<file path="config.mk">
export PLATFORM = sky130hd
export DESIGN_NAME = sadc_ctrl
export DESIGN_NICKNAME = d
export VERILOG_FILES = /design/src/include/sadc_pkg.sv /design/src/rtl/sadc_ladder.sv /design/src/rtl/sadc_ctrl.sv
export SDC_FILE = /design/constraint.sdc
export NUM_CORES = 1
export LEC_CHECK = 0
export BUFFER_PORTS_ARGS = -buffer_cell sky130_fd_sc_hd__buf_2
export CORE_MARGIN = 2
export CORE_UTILIZATION = 30
export DETAILED_ROUTE_END_ITERATION = 6
export PLACE_DENSITY = 0.58
export SLEW_MARGIN = 40
export SYNTH_ARGS = -nofsm -noshare
export SYNTH_HDL_FRONTEND = slang
export SYNTH_SLANG_ARGS = --single-unit
</file>
<file path="constraint.sdc">
create_clock -name core_clk_i -period 2.9 [get_ports core_clk_i]
set_input_delay 0.435 -clock core_clk_i [delete_from_list [all_inputs] [get_ports core_clk_i]]
set_output_delay 0.435 -clock core_clk_i [all_outputs]
set_load 0.05 [all_outputs]
</file>
<file path="src/include/sadc_pkg.sv">
package sadc_pkg;
    // code width and tap count
    localparam int CODE_W = 4;
    localparam int TAP_N = 16;
    // tap scale: level of code n is (2n+1)/34 of reference, code 0 is ground
    localparam int LEVEL_DEN = 34;
    // level numerators at the comparator, in 1/34 units of reference
    localparam logic [5:0] LEVEL_NUM_ZERO = 6'h00;
    localparam logic [CODE_W-1:0] CODE_RESET = 4'h0;
    localparam logic [CODE_W-1:0] CODE_TOP = 4'hF;
    // analog input resolution, sample handed in as a fraction vin/2^VIN_W of reference
    localparam int VIN_W = 12;

    // instruction kinds the core presents to the converter port
    typedef enum logic [2:0] {
        SADC_OP_NONE = 3'b000,
        SADC_OP_OUT = 3'b001,
        SADC_OP_SET_BIT = 3'b010,
        SADC_OP_CLR_BIT = 3'b011,
        SADC_OP_IN = 3'b100,
        SADC_OP_TEST_BIT_T = 3'b101,
        SADC_OP_TEST_BIT_F = 3'b110,
        SADC_OP_TEST_CMP = 3'b111
    } sadc_op_e;

    // one port request from the core
    typedef struct packed {
        sadc_op_e op;
        logic cmp_skip_true;
        logic [CODE_W-1:0] data;
    } sadc_req_s;

    // answer back to the core
    typedef struct packed {
        logic valid;
        logic skip;
        logic [CODE_W-1:0] data;
    } sadc_rsp_s;
endpackage : sadc_pkg

</file>
<file path="src/rtl/sadc_ladder.sv">
`timescale 1ns/1ps
// tap ladder plus comparator model, purely combinational
module sadc_ladder
    import sadc_pkg::*;
(
    input wire logic [CODE_W-1:0] code_i,
    input wire logic [VIN_W-1:0] vin_i,
    output logic above_o
);
    logic [VIN_W+5:0] vin_scaled;
    logic [VIN_W+5:0] tap_scaled;
    logic [5:0] level_num;

    // tap numerator: ground for code zero, else 2n+1
    always_comb begin
        if (code_i == CODE_RESET) begin
            level_num = LEVEL_NUM_ZERO;
        end else begin
            level_num = {1'b0, code_i, 1'b1};
        end
    end

    // compare vin/2^VIN_W against level/34 without division
    always_comb begin
        vin_scaled = (VIN_W + 6)'(vin_i) * (VIN_W + 6)'(LEVEL_DEN);
        tap_scaled = (VIN_W + 6)'(level_num) << VIN_W;
    end

    // strict greater: equal input reads as false
    assign above_o = vin_scaled > tap_scaled;
endmodule : sadc_ladder

</file>
<file path="src/rtl/sadc_ctrl.sv">
`timescale 1ns/1ps
// Function
// - four-bit converter port, loaded and read back
// - code selects one of sixteen ladder taps
// - true only when input exceeds tap
// - skip on true or on false tests
// - code zero ground, else (2n+1)/34
// - result n: tap n below, n+1 not
// - input pin doubles as programmable-threshold bit
module sadc_ctrl
    import sadc_pkg::*;
(
    input wire logic core_clk_i,
    input wire logic reset_n_i,
    input wire sadc_req_s req_i,
    input wire logic [VIN_W-1:0] vin_i,
    output sadc_rsp_s rsp_o,
    output logic [CODE_W-1:0] code_o,
    output logic cmp_o
);

    // limitations: one request per cycle, no queueing; a compare test
    // taken in the cycle right after a port write still sees the old tap,
    // so software must leave one idle cycle between a write and a test.
    // the search itself lives in software; this block only holds the code,
    // picks the tap and answers reads and tests.

    // port latch, registered comparator and the answer register
    logic [CODE_W-1:0] code;
    logic cmp;
    logic cmp_raw;
    sadc_rsp_s rsp;
    logic [CODE_W-1:0] next_code;

    // decoded request kinds, one flag each
    logic is_out;
    logic is_set;
    logic is_clr;
    logic is_in;
    logic is_tbit_t;
    logic is_tbit_f;
    logic is_tcmp;
    logic is_answer;

    // per-bit view of the port under the request mask
    logic [CODE_W-1:0] masked_bits;
    logic any_masked_one;
    logic all_masked_zero;

    // skip decisions for the answer register
    logic cmp_skip;
    logic bit_skip;
    logic next_skip;

    // ladder and comparator, threshold set by the port code
    sadc_ladder u_ladder (
        .code_i(code),
        .vin_i(vin_i),
        .above_o(cmp_raw)
    );

    // request decode; only one kind is active per cycle, none sets nothing
    always_comb begin
        is_out = 1'b0;
        is_set = 1'b0;
        is_clr = 1'b0;
        is_in = 1'b0;
        is_tbit_t = 1'b0;
        is_tbit_f = 1'b0;
        is_tcmp = 1'b0;
        case (req_i.op)
            SADC_OP_OUT: begin
                is_out = 1'b1;
            end
            SADC_OP_SET_BIT: begin
                is_set = 1'b1;
            end
            SADC_OP_CLR_BIT: begin
                is_clr = 1'b1;
            end
            SADC_OP_IN: begin
                is_in = 1'b1;
            end
            SADC_OP_TEST_BIT_T: begin
                is_tbit_t = 1'b1;
            end
            SADC_OP_TEST_BIT_F: begin
                is_tbit_f = 1'b1;
            end
            SADC_OP_TEST_CMP: begin
                is_tcmp = 1'b1;
            end
            default: begin
                is_out = 1'b0;
            end
        endcase
    end

    // every read or test gets exactly one answer
    assign is_answer = is_in | is_tbit_t | is_tbit_f | is_tcmp;

    // port write path, one slice per bit; set and clear touch only the
    // masked bits, so a partial update never disturbs the settled bits
    for (genvar i = 0; i < CODE_W; i++) begin : g_port_bit
        always_comb begin
            if (is_out) begin
                next_code[i] = req_i.data[i];
            end else if (is_set && req_i.data[i]) begin
                next_code[i] = 1'b1;
            end else if (is_clr && req_i.data[i]) begin
                next_code[i] = 1'b0;
            end else begin
                next_code[i] = code[i];
            end
        end

        // masked view for the bit tests
        assign masked_bits[i] = code[i] & req_i.data[i];
    end

    // bit test outcomes: any masked one, or all masked zero
    assign any_masked_one = |masked_bits;
    assign all_masked_zero = ~any_masked_one;

    // skip decision; a compare test uses the sampled result, which
    // belongs to the code held one cycle earlier
    always_comb begin
        bit_skip = 1'b0;
        cmp_skip = req_i.cmp_skip_true ? cmp : ~cmp;
        if (is_tbit_t) begin
            bit_skip = any_masked_one;
        end else if (is_tbit_f) begin
            bit_skip = all_masked_zero;
        end
        if (is_tcmp) begin
            next_skip = cmp_skip;
        end else begin
            next_skip = bit_skip;
        end
    end

    // converter port latch
    always_ff @(posedge core_clk_i or negedge reset_n_i) begin
        if (!reset_n_i) begin
            code <= CODE_RESET;
        end else begin
            code <= next_code;
        end
    end

    // analog comparison is asynchronous to the core, so it is sampled once
    // here; the extra cycle of latency is the price of a clean test
    always_ff @(posedge core_clk_i or negedge reset_n_i) begin
        if (!reset_n_i) begin
            cmp <= 1'b0;
        end else begin
            cmp <= cmp_raw;
        end
    end

    // answer strobe, one cycle after a read or test
    always_ff @(posedge core_clk_i or negedge reset_n_i) begin
        if (!reset_n_i) begin
            rsp.valid <= 1'b0;
        end else begin
            rsp.valid <= is_answer;
        end
    end

    // skip flag, low outside tests so a stale skip is never seen
    always_ff @(posedge core_clk_i or negedge reset_n_i) begin
        if (!reset_n_i) begin
            rsp.skip <= 1'b0;
        end else begin
            rsp.skip <= next_skip;
        end
    end

    // read-back data always carries the held code
    always_ff @(posedge core_clk_i or negedge reset_n_i) begin
        if (!reset_n_i) begin
            rsp.data <= CODE_RESET;
        end else begin
            rsp.data <= code;
        end
    end

    // outputs straight from flip-flops
    assign rsp_o = rsp;
    assign code_o = code;
    assign cmp_o = cmp;

endmodule : sadc_ctrl

</file>
### Word-level counts from Yosys, hierarchy flattened

Index checks and enable logic that the tools add are counted.

* input bits: 22
* word-level logic and storage cells: 64
* register bits after elaboration: 11
* output and inout bits: 11

* muxes and demuxes: 24
* bitwise gates (word level): 9
* eq/ne operators: 7
* multiply operators: 1
* reductions and logical operators: 14
* order comparisons: 1

Operators with widths (count)
* 1-bit two-way mux: 23
* 18-bit > comparator: 1
* 12-bit by 5-bit multiplier with 17-bit output (second input constant): 1
* 3-bit == test (second input constant): 4
* 3-bit nonzero test: 4
* 1-bit logical AND: 8
* 3-bit by 2-bit == test with 1-bit output (second input constant): 2
* 5-bit two-way mux: 1
* 1-bit AND: 4
* 4-bit logical NOT: 1
* 4-bit OR reduction: 1
* 3-bit by 1-bit == test with 1-bit output (second input constant): 1
* 1-bit bitwise OR: 3
* 1-bit inverter: 2

### Longest topological paths before layout

* depth after elaboration: 6
* depth in mapped cells: 14
* depth with buffers taken out: 14

### Cells and area by module

From an unflattened synthesis, not the netlist that was laid out.

* cell total of the unflattened synthesis: 115
* area total of the unflattened synthesis: 1114.8 um2

By module, submodules not included
* sadc_ladder: sequential area each 0.0 um2, area an instance 665.6 um2, times used 1, cells each 81
* sadc_ctrl: sequential area each 275.3 um2, area an instance 449.2 um2, times used 1, cells each 34

### Worst setup path after synthesis

Ideal clock, no wire load.

* kind: input-to-reg
* start point: input vin_i[1]
* end point: register cmp, in the netlist cmp_o
* cell stages on the path: 13
* arrival time: 3.010 ns
* buffers on the path: 0
* required time: 2.773 ns
* path slack: -0.238 ns
* library setup time: 0.127 ns
* cells stage by stage: ha_1 > ha_1 > fa_1 > a21oi_1 > o21ai_1 > a211oi_1 > nor3_2 > xor2_1 > ha_1 > nand4b_1 > nor4_1 > and4_1 > o21ai_1

* word-level cells in the longest chain between the ends: 2

RTL lines
* start: declaration: RTL line sadc_ctrl.sv:16 `input wire logic [VIN_W-1:0] vin_i,`
* 12-bit by 5-bit multiplier with 17-bit output: RTL line sadc_ladder.sv:25 `vin_scaled = (VIN_W + 6)'(vin_i) * (VIN_W + 6)'(LEVEL_DEN);`
* 18-bit > comparator: RTL line sadc_ladder.sv:30 `assign above_o = vin_scaled > tap_scaled;`
* via cmp_raw: RTL line sadc_ctrl.sv:31 `logic cmp_raw;`
* end signal: assignment: RTL line sadc_ctrl.sv:157 `cmp <= cmp_raw;`
* end: declaration: RTL line sadc_ctrl.sv:30 `logic cmp;`

The timed path passes the listed nets, and every way through them passes these cells.
A chain may end at the register's enable or synchronous reset.

### Worst setup path after layout

* start point: input vin_i[5]
* end point: register cmp, in the netlist cmp_o

The elaborated chain is that of the path after synthesis.

==> flow_metrics.py <==
metrics = {
    "run_status": {
        "status": "finished, final reports clean",
    },
    "final_layout": {
        "layout_common_cells": "buf_2, buf_4, ha_1",
        "layout_commonest_cell": "buf_2",
        "syn_to_final_growth_pct": 47.2,
        "antenna_cells": 0,
        "instances_no_fill": 213,
        "stdcell_area_um2": 1580,
        "nets": 212,
        "drive_above_1_share": 0.431,
    },
    "routing": {
        "drcViolationCount": 0,
        "ant_nets": 0,
        "wl_mm": 2.70,
        "drtPass1Iterations": 4,
        "via_per_inst": 5.05,
        "vias": 1075,
        "routedWlPerCell_um": 12.7,
        "drt_iter0_markers": 78,
    },
    "placed_design": {
        "dp_slack_ps": -309,
        "place_inst": 208,
        "post_dp_cell_area_um2": 1450,
        "gp_congestion": 0.924,
        "dp_hpwl_mm": 2.32,
        "io_buffers": 32,
    },
    "worst_setup_path": {
        "r2r_setup_slack_ps": 1270,
        "crit_top_cell": "ha_4",
        "max_stage_delay_ps": 380,
        "rr_worst_depth": 8,
        "crit_path_start_kind": "primary input",
        "r2r_start": "code_o[0]$_DFFE_PN0P_",
        "setup.worst_path.end": "cmp_o$_DFF_PN0_",
        "cp_slowest_cell": "fa_2",
        "crit_type": "primary input to register",
        "r2r-end": "cmp_o$_DFF_PN0_",
        "critPathLaunch": "vin_i[5]",
        "critical_path.cell_chain": "buf_8, ha_4, ha_4, fa_2, a21oi_2, o21ai_2, a211oi_2, nor3_2, xor2_1, ha_1, nand4b_1, nor4_1, and4_1, o21ai_1",
        "arrival_ps": 3020,
        "required_ps": 3040,
        "cp_max_fo": 2,
        "endpoint_kind": "register",
    },
    "pwr": {
        "power.leakage_nw": 0.766,
        "power_density_nw_per_um2": 469,
        "p_comb_frac": 0.586,
        "netSwitchingPower_w": 0.000328,
        "irDropWorstVdd_uv": 124,
        "p_seq_frac": 0.279,
        "clkPwrFrac": 0.135,
        "p_sw_frac": 0.443,
        "p_int_w": 0.000413,
    },
    "yosys": {
        "ys.flop_type": "dfrtp_1",
        "ys_warn_count": 0,
        "ys_seq_elements": 11,
        "synthesis.area_um2": 1070,
        "avgSynthCellArea_um2": 9.67,
        "yosysSeqAreaShare": 0.256,
        "synthDistinctLibCells": 37,
        "ys_async_sr_fraction": 1.00,
        "synth_nets": 155,
        "synth_edf_count": 0,
        "synth_cells": 111,
    },
    "sta": {
        "max_freq_ghz": 0.347,
        "rsz0062_at_grt": "yes",
        "period_share": 0.994,
        "clock_skew_ps": 3.37,
        "worst_pin_slew_ps": 544,
        "slew_violations": 0,
        "setup_viol": 0,
        "final-hold-violation-count": 0,
        "holdWs_ps": 27.8,
        "relSlewSlack": 0.637,
        "layout_min_cycle_time_ps": 2880,
        "post-route-worst-setup-slack_ps": 18.6,
    },
    "clock_network": {
        "cts-root-buf": "clkbuf_4",
        "ctsHoldBuffers": 0,
        "clkLatencyLatePin_ps": 260,
        "cts.sinks": 11,
        "path_clk_slew_ps": 60,
        "h-tree-depth": 1,
        "clock_tree.buffer_depth": 2,
        "cts_tree": "built",
        "cts_made_buffers": 3,
    },
    "floorplan": {
        "initial_core_util": 0.317,
        "coreArea_um2": 3390,
        "fp.dieW_um": 63.8,
        "pin_count": 33,
        "die_area_um2": 4070,
        "die_h_um": 63.8,
        "rows": 21,
    },
    "global_routing": {
        "grt_pass1_wl_mm": 4.61,
        "grt_overflow_total": 0,
        "grt_start_max_net_pins": 12,
        "grt_util_all_layers": 0.139,
        "antenna_found_initial": 0,
        "first_global_vias": 1105,
    },
    "flow_run": {
        "max_cap_violations": 0,
    },
    "min_path": {
        "min-delay-path-class": "primary input to async pin",
    },
}
-- critical path, delay by kind of cell --
family / cells / cell delay, ps
and+or+nand+nor: 4 / 640
AOI/OAI and AO/OA: 4 / 590
buffers and inverters: 1 / 100
xor gates and xnor gates: 1 / 170
adders and majority gates: 4 / 1070
-- cells in the mapped netlist (4+ instances only) --
library cell | count | area, um^2
nor2_1 | 5 | 18.8
dfrtp_1 | 11 | 275
mux2i_1 | 5 | 50.1
a21oi_1 | 6 | 30.0
a22oi_1 | 4 | 30.0
o21ai_0 | 9 | 45.0
ha_1 | 21 | 263
xnor2_1 | 5 | 43.8
inv_1 | 5 | 18.8
-- metal layers --
metal	up-vias	global-route usage	wire [um]
met3	5	0.0176	142
met2	38	0.259	1330
met5	-	0	0
li1	536	-	-
met1	496	0.160	1180
met4	0	0.0489	48
-- flip-flops by register name (all words and copies together), names as in the netlist --
name    count
rsp_o       6
cmp_o       1
code_o      4
-- timing repair --
action                     4_1_cts  5_1_grt
buffers inserted                 0        1
setup endpoints to repair        1        1
pin swaps                        1       13
resized for setup                2       12
-- layout make-up --
class                   count  area [um^2]
fillers                   341         1810
multi-input cells          94          868
repair buffers             53          334
flip-flops and latches     11          275
well taps                  46         57.6
clock buffers               4         26.3
inverters                   5         18.8
-- stage by stage --
step           utilization  setup TNS, ps  power, W
6_report             0.466              0  0.000741
5_1_grt              0.466          -99.0  0.000793
4_1_cts              0.441              0  0.000727
3_5_place_dp         0.428           -309  0.000621
3_3_place_gp         0.428           -245  0.000612
2_1_floorplan            -              0  0.000484
-- kinds of logic (layout without fill, tap and decap cells) --
group / after synthesis / after routing / share of synthesized area
xor gates and xnor gates: 8 / 8 / 0.0653
and+or+nand+nor: 26 / 26 / 0.146
DFF: 11 / 11 / 0.256
buffers and inverters: 6 / 62 / 0.0210
AOI/OAI and AO/OA: 33 / 33 / 0.202
adders and majority gates: 22 / 22 / 0.263
muxes: 5 / 5 / 0.0466
-- power groups by stage --
stage	sequential (W)	clock (W)	combinational, W
2_1_floorplan	0.000311	0	0.000173
3_3_place_gp	0.000208	0	0.000404
3_5_place_dp	0.000212	0	0.000409
4_1_cts	0.000207	0.000103	0.000417
5_1_grt	0.000210	0.000109	0.000474
6_report	0.000207	0.000100	0.000434
-- worst min path at each step --
stage,from,endpoint,slack (ps),depth (start not counted)
floorplan,reset_n_i,cmp_o$_DFF_PN0_,140,0
global placement,reset_n_i,rsp_o[0]$_DFF_PN0_,310,1
detailed placement,reset_n_i,rsp_o[4]$_DFF_PN0_,320,1
CTS,reset_n_i,rsp_o[3]$_DFF_PN0_,30,1
global route,reset_n_i,rsp_o[0]$_DFF_PN0_,40,1
finish,reset_n_i,rsp_o[1]$_DFF_PN0_,30,1
(Power assumes the default switching activity.)
